File: src/difl_pkg.sv
`default_nettype none
package difl_pkg;
	// =============================================================
	// Register map (byte addresses, one aligned word each)
	// =============================================================
	localparam logic [7:0] ADDR_CFG     = 8'h00;
	localparam logic [7:0] ADDR_GAIN    = 8'h04;
	localparam logic [7:0] ADDR_SETTLE  = 8'h08;
	localparam logic [7:0] ADDR_STATUS  = 8'h0c;
	localparam logic [7:0] ADDR_ETOTAL  = 8'h10;
	localparam logic [7:0] ADDR_EDISP   = 8'h14;
	localparam logic [7:0] ADDR_FREQ    = 8'h18;
	localparam int         ADDR_W       = 8;

	// =============================================================
	// Codes and limits
	// =============================================================
	localparam logic [1:0]  CLR_SEL_STORE   = 2'h1;
	localparam logic [1:0]  MEM_SEL_STORE   = 2'h1;
	localparam logic [3:0]  METHOD_SLV      = 4'h3;
	localparam logic [3:0]  METHOD_SLV0HZ   = 4'h4;
	localparam logic [3:0]  METHOD_VEC_ENC  = 4'h5;
	localparam logic [9:0]  GAIN_MIN        = 10'h001;
	localparam logic [9:0]  GAIN_MAX        = 10'h3e8;
	localparam logic [9:0]  GAIN_RST        = 10'h001;
	localparam logic [15:0] SETTLE_RST      = 16'h0000;
	localparam logic [31:0] CFG_RST         = 32'h0000_0000;
	localparam logic [1:0]  RESP_OKAY       = 2'h0;
	localparam logic [1:0]  RESP_SLVERR     = 2'h2;
	localparam logic [1:0]  WARM_DONE       = 2'h3;

	// =============================================================
	// Terminal pin vector positions
	// =============================================================
	localparam int PIN_ECLR  = 0;
	localparam int PIN_SLOCK = 1;
	localparam int PIN_FLUX  = 2;
	localparam int PIN_HOLD  = 3;
	localparam int PIN_KEY   = 4;
	localparam int PIN_RUN   = 5;
	localparam int PIN_RST   = 6;
	localparam int PIN_UP    = 7;
	localparam int PIN_DN    = 8;
	localparam int PIN_POS   = 9;
	localparam int NPINS     = 12;

	// Configuration register layout.
	typedef struct packed {
		logic [13:0] rsvd;
		logic [1:0]  restart_after_coast_mode;
		logic [1:0]  updown_memory_select;
		logic [2:0]  pos_assigned;
		logic        hold_assigned;
		logic        eclr_assigned;
		logic        flux_assigned;
		logic        slock_assigned;
		logic [3:0]  control_method_select;
		logic [1:0]  energy_clear_select;
	} difl_cfg_type;

	// Status register layout.
	typedef struct packed {
		logic [23:0] rsvd;
		logic        holding;
		logic        settle_busy;
		logic [2:0]  pos_index;
		logic        excite;
		logic        coast_stop;
		logic        driving;
	} difl_status_type;

	// Drive state machine, one-hot.
	typedef enum logic [2:0] {
		ST_IDLE  = 3'b001,
		ST_RUN   = 3'b010,
		ST_COAST = 3'b100
	} difl_state_type;
endpackage
`default_nettype wire

File: src/difl_top.sv
`timescale 1ns/100ps
`default_nettype none
module difl_top
	import difl_pkg::*;
#(
	parameter int FREQ_W    = 16,   // Frequency reference width.
	parameter int FREQ_STEP = 1     // Up/down step per edge.
) (
	input  wire logic                aclk,            // Control clock, 40 MHz.
	input  wire logic                aresetn,         // Synchronous power-on reset.
	input  wire logic [ADDR_W-1:0]   s_axi_awaddr,    // Write address.
	input  wire logic                s_axi_awvalid,   // Write address valid.
	output logic                     s_axi_awready,   // Write address ready.
	input  wire logic [31:0]         s_axi_wdata,     // Write data.
	input  wire logic [3:0]          s_axi_wstrb,     // Write byte strobes.
	input  wire logic                s_axi_wvalid,    // Write data valid.
	output logic                     s_axi_wready,    // Write data ready.
	output logic [1:0]               s_axi_bresp,     // Write response.
	output logic                     s_axi_bvalid,    // Write response valid.
	input  wire logic                s_axi_bready,    // Write response ready.
	input  wire logic [ADDR_W-1:0]   s_axi_araddr,    // Read address.
	input  wire logic                s_axi_arvalid,   // Read address valid.
	output logic                     s_axi_arready,   // Read address ready.
	output logic [31:0]              s_axi_rdata,     // Read data.
	output logic [1:0]               s_axi_rresp,     // Read response.
	output logic                     s_axi_rvalid,    // Read data valid.
	input  wire logic                s_axi_rready,    // Read data ready.
	input  wire logic                energy_clear_in, // Energy clear terminal.
	input  wire logic                servo_lock_in,   // Servo-lock terminal.
	input  wire logic                flux_forcing_in, // Flux-forcing terminal.
	input  wire logic                analog_hold_in,  // Analog hold terminal.
	input  wire logic                operator_store_key, // Operator store key.
	input  wire logic                run_cmd_in,      // Run command.
	input  wire logic                reset_terminal,  // Drive reset terminal.
	input  wire logic                freq_up_in,      // Frequency increment.
	input  wire logic                freq_down_in,    // Frequency decrement.
	input  wire logic                pos_sel_bit0,    // Position select LSB.
	input  wire logic                pos_sel_bit1,    // Position select middle.
	input  wire logic                pos_sel_bit2,    // Position select MSB.
	input  wire logic                energy_pulse,    // One energy unit, same clock.
	input  wire logic [FREQ_W-1:0]   analog_cmd,      // Analog command, same clock.
	input  wire logic [FREQ_W-1:0]   nv_restore_data, // Stored frequency at power-up.
	output logic                     nv_store_stb,    // Store strobe to nonvolatile.
	output logic [FREQ_W-1:0]        nv_store_data,   // Value to store.
	output logic [FREQ_W-1:0]        freq_ref,        // Frequency reference out.
	output logic                     drive_enable,    // Motor being driven.
	output logic                     coast_stop,      // Free-run coasting stop.
	output logic                     pre_excite,      // Pre-excitation current on.
	output logic                     restart_stb,     // Restart after coast pulse.
	output logic [1:0]               restart_mode,    // Restart-after-coast mode.
	output logic [2:0]               pos_index        // Selected position setting.
);
	// =============================================================
	// Terminal synchroniser
	// =============================================================
	logic [NPINS-1:0] pins;
	logic [NPINS-1:0] s1_q, s2_q, s3_q, stab_q, prev_q;
	logic [NPINS-1:0] rise, edge_any;

	assign pins = {pos_sel_bit2, pos_sel_bit1, pos_sel_bit0, freq_down_in, freq_up_in, reset_terminal,
		run_cmd_in, operator_store_key, analog_hold_in, flux_forcing_in, servo_lock_in, energy_clear_in};

	// Three stages; a level counts only once stages two and three agree, which filters a one-cycle glitch.
	always_ff @(posedge aclk) begin
		if (!aresetn) begin
			s1_q   <= '0;
			s2_q   <= '0;
			s3_q   <= '0;
			stab_q <= '0;
			prev_q <= '0;
		end else begin
			s1_q   <= pins;
			s2_q   <= s1_q;
			s3_q   <= s2_q;
			stab_q <= (s3_q & ~(s2_q ^ s3_q)) | (stab_q & (s2_q ^ s3_q));
			prev_q <= stab_q;
		end
	end

	assign rise     = stab_q & ~prev_q;
	assign edge_any = stab_q ^ prev_q;

	// =============================================================
	// Register file
	// =============================================================
	difl_cfg_type    cfg_q;
	difl_status_type stat;
	logic [9:0]      gain_q;
	logic [15:0]     settle_q;
	logic [31:0]     etotal_q, edisp_q;
	logic [9:0]      escale_q;
	logic [FREQ_W-1:0] freq_q;
	logic            holding_q;

	// Byte-lane merge for a 32-bit register.
	function automatic logic [31:0] merge(input logic [31:0] old, input logic [31:0] wd, input logic [3:0] st);
		logic [31:0] r;
		r = old;
		for (int i = 0; i < 4; i++) begin
			if (st[i]) begin
				r[i*8 +: 8] = wd[i*8 +: 8];
			end
		end
		return r;
	endfunction

	// =============================================================
	// AXI4-Lite slave
	// =============================================================
	logic              aw_have_q, w_have_q;
	logic [ADDR_W-1:0] awaddr_q;
	logic [31:0]       wdata_q;
	logic [3:0]        wstrb_q;
	logic              wr_go;
	logic              wr_hit;
	logic [31:0]       gain_new, settle_new;

	assign s_axi_awready = !aw_have_q && !s_axi_bvalid;
	assign s_axi_wready  = !w_have_q && !s_axi_bvalid;
	assign wr_go         = aw_have_q && w_have_q && !s_axi_bvalid;
	assign wr_hit        = (awaddr_q == ADDR_CFG) || (awaddr_q == ADDR_GAIN) || (awaddr_q == ADDR_SETTLE);
	assign gain_new      = merge({22'h0, gain_q}, wdata_q, wstrb_q);
	assign settle_new    = merge({16'h0, settle_q}, wdata_q, wstrb_q);

	// Address and data are taken in either order; the response follows both.
	always_ff @(posedge aclk) begin
		if (!aresetn) begin
			aw_have_q    <= 1'b0;
			w_have_q     <= 1'b0;
			awaddr_q     <= '0;
			wdata_q      <= '0;
			wstrb_q      <= '0;
			s_axi_bvalid <= 1'b0;
			s_axi_bresp  <= RESP_OKAY;
		end else begin
			if (s_axi_awvalid && s_axi_awready) begin
				aw_have_q <= 1'b1;
				awaddr_q  <= s_axi_awaddr;
			end
			if (s_axi_wvalid && s_axi_wready) begin
				w_have_q <= 1'b1;
				wdata_q  <= s_axi_wdata;
				wstrb_q  <= s_axi_wstrb;
			end
			if (wr_go) begin
				aw_have_q    <= 1'b0;
				w_have_q     <= 1'b0;
				s_axi_bvalid <= 1'b1;
				s_axi_bresp  <= wr_hit ? RESP_OKAY : RESP_SLVERR;
			end else if (s_axi_bvalid && s_axi_bready) begin
				s_axi_bvalid <= 1'b0;
			end
		end
	end

	// Configuration writes; a gain outside 1..1000 is refused and the old gain stays.
	always_ff @(posedge aclk) begin
		if (!aresetn) begin
			cfg_q    <= difl_cfg_type'(CFG_RST);
			gain_q   <= GAIN_RST;
			settle_q <= SETTLE_RST;
		end else if (wr_go) begin
			if (awaddr_q == ADDR_CFG) begin
				cfg_q <= difl_cfg_type'(merge(cfg_q, wdata_q, wstrb_q) & {14'h0, 18'h3ffff});
			end
			if (awaddr_q == ADDR_GAIN && gain_new[31:10] == 22'h0 && gain_new[9:0] >= GAIN_MIN
				&& gain_new[9:0] <= GAIN_MAX) begin
				gain_q <= gain_new[9:0];
			end
			if (awaddr_q == ADDR_SETTLE) begin
				settle_q <= settle_new[15:0];
			end
		end
	end

	// Read channel answers one cycle after the address is taken.
	assign s_axi_arready = !s_axi_rvalid;

	always_ff @(posedge aclk) begin
		if (!aresetn) begin
			s_axi_rvalid <= 1'b0;
			s_axi_rdata  <= '0;
			s_axi_rresp  <= RESP_OKAY;
		end else if (s_axi_arvalid && s_axi_arready) begin
			s_axi_rvalid <= 1'b1;
			s_axi_rresp  <= RESP_OKAY;
			unique case (s_axi_araddr)
				ADDR_CFG:    s_axi_rdata <= cfg_q;
				ADDR_GAIN:   s_axi_rdata <= {22'h0, gain_q};
				ADDR_SETTLE: s_axi_rdata <= {16'h0, settle_q};
				ADDR_STATUS: s_axi_rdata <= stat;
				ADDR_ETOTAL: s_axi_rdata <= etotal_q;
				ADDR_EDISP:  s_axi_rdata <= edisp_q;
				ADDR_FREQ:   s_axi_rdata <= 32'(freq_q);
				default: begin
					s_axi_rdata <= '0;
					s_axi_rresp <= RESP_SLVERR;
				end
			endcase
		end else if (s_axi_rvalid && s_axi_rready) begin
			s_axi_rvalid <= 1'b0;
		end
	end

	// =============================================================
	// Energy accumulator and display scaling
	// =============================================================
	logic eclr;

	assign eclr = (cfg_q.eclr_assigned && rise[PIN_ECLR])
		|| (cfg_q.energy_clear_select == CLR_SEL_STORE && rise[PIN_KEY]);

	// Display counts one unit per gain units of total; avoids a divider at the cost of a prescaler.
	always_ff @(posedge aclk) begin
		if (!aresetn || eclr) begin
			etotal_q <= '0;
			edisp_q  <= '0;
			escale_q <= '0;
		end else if (energy_pulse) begin
			etotal_q <= etotal_q + 32'h1;
			if (escale_q + 10'h1 >= gain_q) begin
				escale_q <= '0;
				edisp_q  <= edisp_q + 32'h1;
			end else begin
				escale_q <= escale_q + 10'h1;
			end
		end
	end

	// =============================================================
	// Run gating and coasting stop
	// =============================================================
	logic flux_ok, slock_ok, gate, soft_rst;
	difl_state_type st_q;

	assign flux_ok  = cfg_q.flux_assigned && (cfg_q.control_method_select == METHOD_SLV
		|| cfg_q.control_method_select == METHOD_SLV0HZ
		|| cfg_q.control_method_select == METHOD_VEC_ENC);
	assign slock_ok = cfg_q.slock_assigned && !cfg_q.flux_assigned
		&& cfg_q.control_method_select == METHOD_VEC_ENC;
	assign gate     = flux_ok ? stab_q[PIN_FLUX] : (slock_ok ? stab_q[PIN_SLOCK] : 1'b1);
	assign soft_rst = rise[PIN_RST];

	// Loss of the gate while driving coasts at once; its return restarts in the set mode.
	always_ff @(posedge aclk) begin
		if (!aresetn || soft_rst) begin
			st_q        <= ST_IDLE;
			restart_stb <= 1'b0;
		end else begin
			restart_stb <= 1'b0;
			unique case (st_q)
				ST_IDLE: begin
					if (stab_q[PIN_RUN] && gate) begin
						st_q <= ST_RUN;
					end
				end
				ST_RUN: begin
					if (!gate) begin
						st_q <= ST_COAST;
					end else if (!stab_q[PIN_RUN]) begin
						st_q <= ST_IDLE;
					end
				end
				ST_COAST: begin
					if (!stab_q[PIN_RUN]) begin
						st_q <= ST_IDLE;
					end else if (gate) begin
						st_q        <= ST_RUN;
						restart_stb <= 1'b1;
					end
				end
			endcase
		end
	end

	assign drive_enable = (st_q == ST_RUN);
	assign coast_stop   = (st_q == ST_COAST);
	assign pre_excite   = flux_ok && stab_q[PIN_FLUX];
	assign restart_mode = cfg_q.restart_after_coast_mode;

	// =============================================================
	// Analog hold and up/down frequency
	// =============================================================
	logic [1:0] warm_q;
	logic       resume_q;
	logic       hold_on;

	assign hold_on = cfg_q.hold_assigned && stab_q[PIN_HOLD];

	// After power-up, or a drive reset while holding, the stored value is resumed until hold is seen low.
	always_ff @(posedge aclk) begin
		if (!aresetn) begin
			warm_q   <= '0;
			resume_q <= 1'b1;
		end else begin
			if (warm_q != WARM_DONE) begin
				warm_q <= warm_q + 2'h1;
			end
			if (soft_rst) begin
				resume_q <= holding_q;
			end else if (warm_q == WARM_DONE && !hold_on) begin
				resume_q <= 1'b0;
			end
		end
	end

	// Frequency base: restored, captured on hold rise, then stepped by up/down edges.
	always_ff @(posedge aclk) begin
		if (!aresetn) begin
			freq_q        <= '0;
			holding_q     <= 1'b0;
			nv_store_stb  <= 1'b0;
			nv_store_data <= '0;
		end else begin
			nv_store_stb <= 1'b0;
			if (warm_q == 2'h0) begin
				freq_q <= nv_restore_data;
			end else if (hold_on && !holding_q) begin
				holding_q <= 1'b1;
				if (!resume_q) begin
					freq_q        <= analog_cmd;
					nv_store_stb  <= 1'b1;
					nv_store_data <= analog_cmd;
				end
			end else if (!hold_on) begin
				holding_q <= 1'b0;
			end else if (rise[PIN_UP] != rise[PIN_DN]) begin
				freq_q <= rise[PIN_UP] ? freq_q + FREQ_W'(FREQ_STEP) : freq_q - FREQ_W'(FREQ_STEP);
				if (cfg_q.updown_memory_select == MEM_SEL_STORE) begin
					nv_store_stb  <= 1'b1;
					nv_store_data <= rise[PIN_UP] ? freq_q + FREQ_W'(FREQ_STEP) : freq_q - FREQ_W'(FREQ_STEP);
				end
			end
		end
	end

	assign freq_ref = holding_q ? freq_q : analog_cmd;

	// =============================================================
	// Position select with settling timer
	// =============================================================
	logic [2:0]  sel;
	logic [15:0] tmr_q;
	logic        busy_q;

	assign sel = stab_q[PIN_POS +: 3] & cfg_q.pos_assigned;

	// Skewed inputs would flash intermediate indexes; each edge restarts the wait instead.
	always_ff @(posedge aclk) begin
		if (!aresetn || soft_rst) begin
			tmr_q     <= '0;
			busy_q    <= 1'b0;
			pos_index <= '0;
		end else if ((edge_any[PIN_POS +: 3] & cfg_q.pos_assigned) != 3'h0) begin
			tmr_q  <= settle_q;
			busy_q <= 1'b1;
		end else if (busy_q) begin
			if (tmr_q == 16'h0) begin
				pos_index <= sel;
				busy_q    <= 1'b0;
			end else begin
				tmr_q <= tmr_q - 16'h1;
			end
		end
	end

	assign stat = '{rsvd: '0, holding: holding_q, settle_busy: busy_q, pos_index: pos_index,
		excite: pre_excite, coast_stop: coast_stop, driving: drive_enable};
endmodule
`default_nettype wire

File: config.mk
export PLATFORM = sky130hd
export DESIGN_NAME = difl_top
export DESIGN_NICKNAME = d
export VERILOG_FILES = /design/src/difl_pkg.sv /design/src/difl_top.sv
export SDC_FILE = /design/constraint.sdc
export NUM_CORES = 1
export LEC_CHECK = 0
export BUFFER_PORTS_ARGS = -buffer_cell sky130_fd_sc_hd__buf_4
export CAP_MARGIN = 5
export CORE_UTILIZATION = 30
export CTS_CLUSTER_DIAMETER = 200
export CTS_CLUSTER_SIZE = 40
export DETAILED_ROUTE_END_ITERATION = 10
export GPL_ROUTABILITY_DRIVEN = 0
export SLEW_MARGIN = 20
export SYNTH_ARGS = -nofsm -noshare
export SYNTH_HDL_FRONTEND = slang
export SYNTH_SLANG_ARGS = --single-unit
export TNS_END_PERCENT = 20
File: constraint.sdc
create_clock -name aclk -period 5.1 [get_ports aclk]
set_input_delay 1.02 -clock aclk [delete_from_list [all_inputs] [get_ports aclk]]
set_output_delay 1.02 -clock aclk [all_outputs]
set_load 0.02 [all_outputs]
==> flow_summary.ini <==
[layout]
multiInputGateArea_mm2 = 0.00814
filler_cell_count = 5121
layout.area.seq_mm2 = 0.00635
proportion_of_layout_cells_with_a_drive_suffix_above_1_pct = 13.6
insertedDiodeCount = 0
area_growth_pct = 14.6
final_net_count = 2002
post-route-cell-area_mm2 = 0.0172

[cts]
hold_buf_cts = 0
clk_latency_ns = 0.53
post_cts_buffers = 0
cts-htree-levels = 1
clock_tree_root_driver_cell = sky130_fd_sc_hd__clkbuf_16
cts.path.max_buffers = 3
tritoncts = yes
clk_pin_slew_worst_paths_ns = 0.16
cts_buffers = 11
post_cts_resized = 0
cts_sinks = 317

[global_route]
grt_start_max_net_pins = 65
grt_antenna_before_repair = 0
grt_remaining_overflow = 0
grt_pass1_vias = 12500
global_route.usage.total_pct = 17.7
wire_length_of_the_first_global_routing_pass_um = 71600

[routing]
drt-vias-per-instance = 5.23
met2RoutedLength_um = 21500
routed-wl-met3_um = 2310
routedLengthMet1_um = 21000
routedWlPerCell_um = 18.2
drt_drc_violations_left = 0
drtIter0Drc = 913
ant_nets = 0
maxUsedRoutingLayer = met4
route.vias.total = 13200
postRouteWirelength_um = 46000
detailedRoute.firstPassIterationCount = 6

[power]
power_per_cell_area_mw_per_mm2 = 266
switching_share_pct = 28.6
vdd_drop_max_mv = 0.207
total_switching_power_mw = 1.31
power_leakage_nw = 6.76
power_report.internal_total_mw = 3.27
seqPwrFrac_pct = 57.8
power_frac_clock_pct = 25.3
comb_power_share_pct = 16.9

[worst_setup_path]
cpMaxStageDelayCell = sky130_fd_sc_hd__nor2_1
cp_data_required_time_ns = 5.56
critical_path.top_delay_family = simple AND/OR/NAND/NOR gates
path_buf_inv = 1
worst_setup_sp = s_axi_araddr[5]
cpPeakStageDelay_ns = 0.95
timing.critical_path.to_type = flop
critPathLaunchType = primary input
source_of_the_worst_register_to_register_timing_path = escale_q[0]$_SDFFE_PP0P_
critical_path.max_fanout = 20
crit_chain = buf_4, or3_1, or3_1, a211o_1, nor2_1, a22o_1
arrival_ns = 3.84
path_common_cell = sky130_fd_sc_hd__or3_1
critical_path_class = in2reg
reg2reg_slack_ns = 1.76

[floorplan]
dieArea_mm2 = 0.0510
ioPinCount = 187
effective_utilization_at_floorplan_pct = 30.6
core_mm2 = 0.0492
fp-row-count = 81
die-width_um = 226
die_h_um = 226

[timing]
final_critical_path_setup_slack_ns = 1.72
timing.setup.tns_ns = 0
final_worst_path_period_share_pct = 66.2
achievable-frequency_mhz = 296
finalClockSkew_ns = 0.0382
finalCriticalPeriod_ns = 3.38
maxSlewViolCount = 0
final_hold_viol_count = 0
slew_headroom_pct = 25.8
report.final.setup_viol = 0
rsz0062_at_grt = no
worst_hold_slack_ns = 0.449
timing_worst_slew_pin_value_ns = 1.11

[logic_synthesis]
ys.flop_type = sky130_fd_sc_hd__dfxtp_1
post-synth-top-count-cell = sky130_fd_sc_hd__dfxtp_1
syn-instance-count = 1754
post_synth_main_area_contributors = sky130_fd_sc_hd__dfxtp_1, sky130_fd_sc_hd__nand2_1, sky130_fd_sc_hd__mux2i_1
synth-warning-count = 0
share_of_the_synthesized_area_in_the_top_cell_type_pct = 42.3
yosysTopAreaCell = sky130_fd_sc_hd__dfxtp_1
synth_edf_count = 0
synth_cell_type_count = 82
async_flop_share_pct = 0
synthesis.area_per_instance_um2 = 8.56
ys_top_cells_by_count = sky130_fd_sc_hd__dfxtp_1, sky130_fd_sc_hd__nand2_1, sky130_fd_sc_hd__nor2_1
synth.ff_latch_count = 317
syn-cell-area_mm2 = 0.0150
synth-seq-area-share_pct = 42.3

[job]
cap_violations = 0

[run_status]
outcome = finished, final reports clean

[worst_hold_path]
hp-class = reg2reg
timing.hold.worst.start = s3_q[8]$_SDFF_PN0_

[placed_design]
place_ws_ns = 1.30
numPortBuffers = 184
postPlaceCellArea_mm2 = 0.0169
dpl.hpwl_um = 34100
==> registers in the layout, indices dropped and copies added, names as in the netlist, 12 cells and up, named ones only <==
signal,flops
tmr_q,16
s2_q,12
s3_q,12
wdata_q,32
edisp_q,32
cfg_q,16
nv_store_data,16
s1_q,12
etotal_q,32
freq_q,16
settle_q,16
s_axi_rdata,32
==> path summary, 6_finish.rpt <==
| path | endpoint | cells past startpoint |
|---|---|---|
| max | s_axi_rdata[12]$_SDFFE_PN0P_ | 6 |
| min | flop | 2 |
| max reg2reg | edisp_q[24]$_SDFFE_PP0P_ | 9 |
| min reg2reg | flop | 2 |
==> cells by family (layout without fill, tap and decap cells) <==
logic type,after synthesis,count (layout),share of synthesized area (%)
AO/OA/AOI/OAI,432,432,18.8
XOR/XNOR,60,60,3.50
adder cells (fa/ha/maj),31,31,2.63
buffers and inverters,134,245,3.68
flip-flops,317,317,42.3
multiplexers,93,93,6.33
other,1,2,0.0250
AND/OR/NAND/NOR,686,686,22.8
==> per-layer routing <==
layer | vias to the layer above | track usage, %
met5 | - | 0
li1 | 6492 | -
met4 | 0 | 4.76
met3 | 56 | 2.13
met1 | 6347 | 23.9
met2 | 333 | 29.5
==> stage by stage <==
step | instances | power (mW) | utilization (%)
2_1_floorplan | 1755 | 3.19 | -
3_3_place_gp | 2518 | 3.45 | 34.4
3_5_place_dp | 2518 | 3.47 | 34.4
4_1_cts | 2530 | 4.63 | 35.0
5_1_grt | 2530 | 4.80 | 35.0
6_report | 2530 | 4.58 | 35.0
==> cell type report <==
| class | instances | share of cell area, % |
|---|---|---|
| Tap cell | 664 | 4.83 |
| Inverter | 34 | 0.756 |
| Timing Repair Buffer | 199 | 8.68 |
| Clock buffer | 11 | 1.60 |
| Sequential cell | 317 | 36.9 |
| Multi-Input combinational cell | 1304 | 47.3 |
| Clock inverter | 1 | 0.0291 |
==> cell usage in the layout, fill, tap and decap left out, types with 6 or more instances in the layout <==
cell type,instances
sky130_fd_sc_hd__nand2_1,223
sky130_fd_sc_hd__a22o_1,14
sky130_fd_sc_hd__ha_1,29
sky130_fd_sc_hd__o22ai_1,8
sky130_fd_sc_hd__a31oi_1,14
sky130_fd_sc_hd__or4_1,16
sky130_fd_sc_hd__dfxtp_1,317
sky130_fd_sc_hd__o211a_1,6
sky130_fd_sc_hd__buf_4,199
sky130_fd_sc_hd__o21ai_0,78
sky130_fd_sc_hd__nand4_1,23
sky130_fd_sc_hd__o211ai_1,15
sky130_fd_sc_hd__a211oi_1,27
sky130_fd_sc_hd__nor2_1,151
sky130_fd_sc_hd__mux2_2,16
sky130_fd_sc_hd__and4_1,7
sky130_fd_sc_hd__nor2b_1,18
sky130_fd_sc_hd__nand2b_1,19
sky130_fd_sc_hd__and3_1,17
sky130_fd_sc_hd__a222oi_1,12
sky130_fd_sc_hd__nor3b_1,8
sky130_fd_sc_hd__xnor2_1,18
sky130_fd_sc_hd__o21ai_1,14
sky130_fd_sc_hd__mux2i_1,77
sky130_fd_sc_hd__nor3_1,27
sky130_fd_sc_hd__o31ai_1,12
sky130_fd_sc_hd__o31a_1,7
sky130_fd_sc_hd__a221oi_1,6
sky130_fd_sc_hd__and2_1,62
sky130_fd_sc_hd__nor4_1,12
sky130_fd_sc_hd__a21o_1,12
sky130_fd_sc_hd__a21oi_1,133
sky130_fd_sc_hd__a22oi_1,35
sky130_fd_sc_hd__nand3_1,53
sky130_fd_sc_hd__o21a_1,8
sky130_fd_sc_hd__inv_1,32
sky130_fd_sc_hd__xor2_1,42
sky130_fd_sc_hd__clkbuf_16,11
sky130_fd_sc_hd__or3_1,19
==> worst register-to-register path, delay by kind of cell (launching register included) <==
family | cells | cell delay [ns]
muxes | 1 | 0.16
xor gates and xnor gates | 1 | 0.26
DFF | 1 | 0.39
and+or+nand+nor | 2 | 0.40
AOI/OAI and AO/OA | 3 | 1.44
adders and majority gates | 2 | 0.58
==> power by group through the flow <==
stage | registers, mW | logic [mW] | clock network (mW)
after floorplan | 2.65 | 0.544 | 0
after global placement | 2.70 | 0.750 | 0
after detailed placement | 2.70 | 0.764 | 0
after CTS | 2.65 | 0.767 | 1.21
after global routing | 2.66 | 0.858 | 1.29
final | 2.65 | 0.772 | 1.16
(Power assumes the default switching activity.)
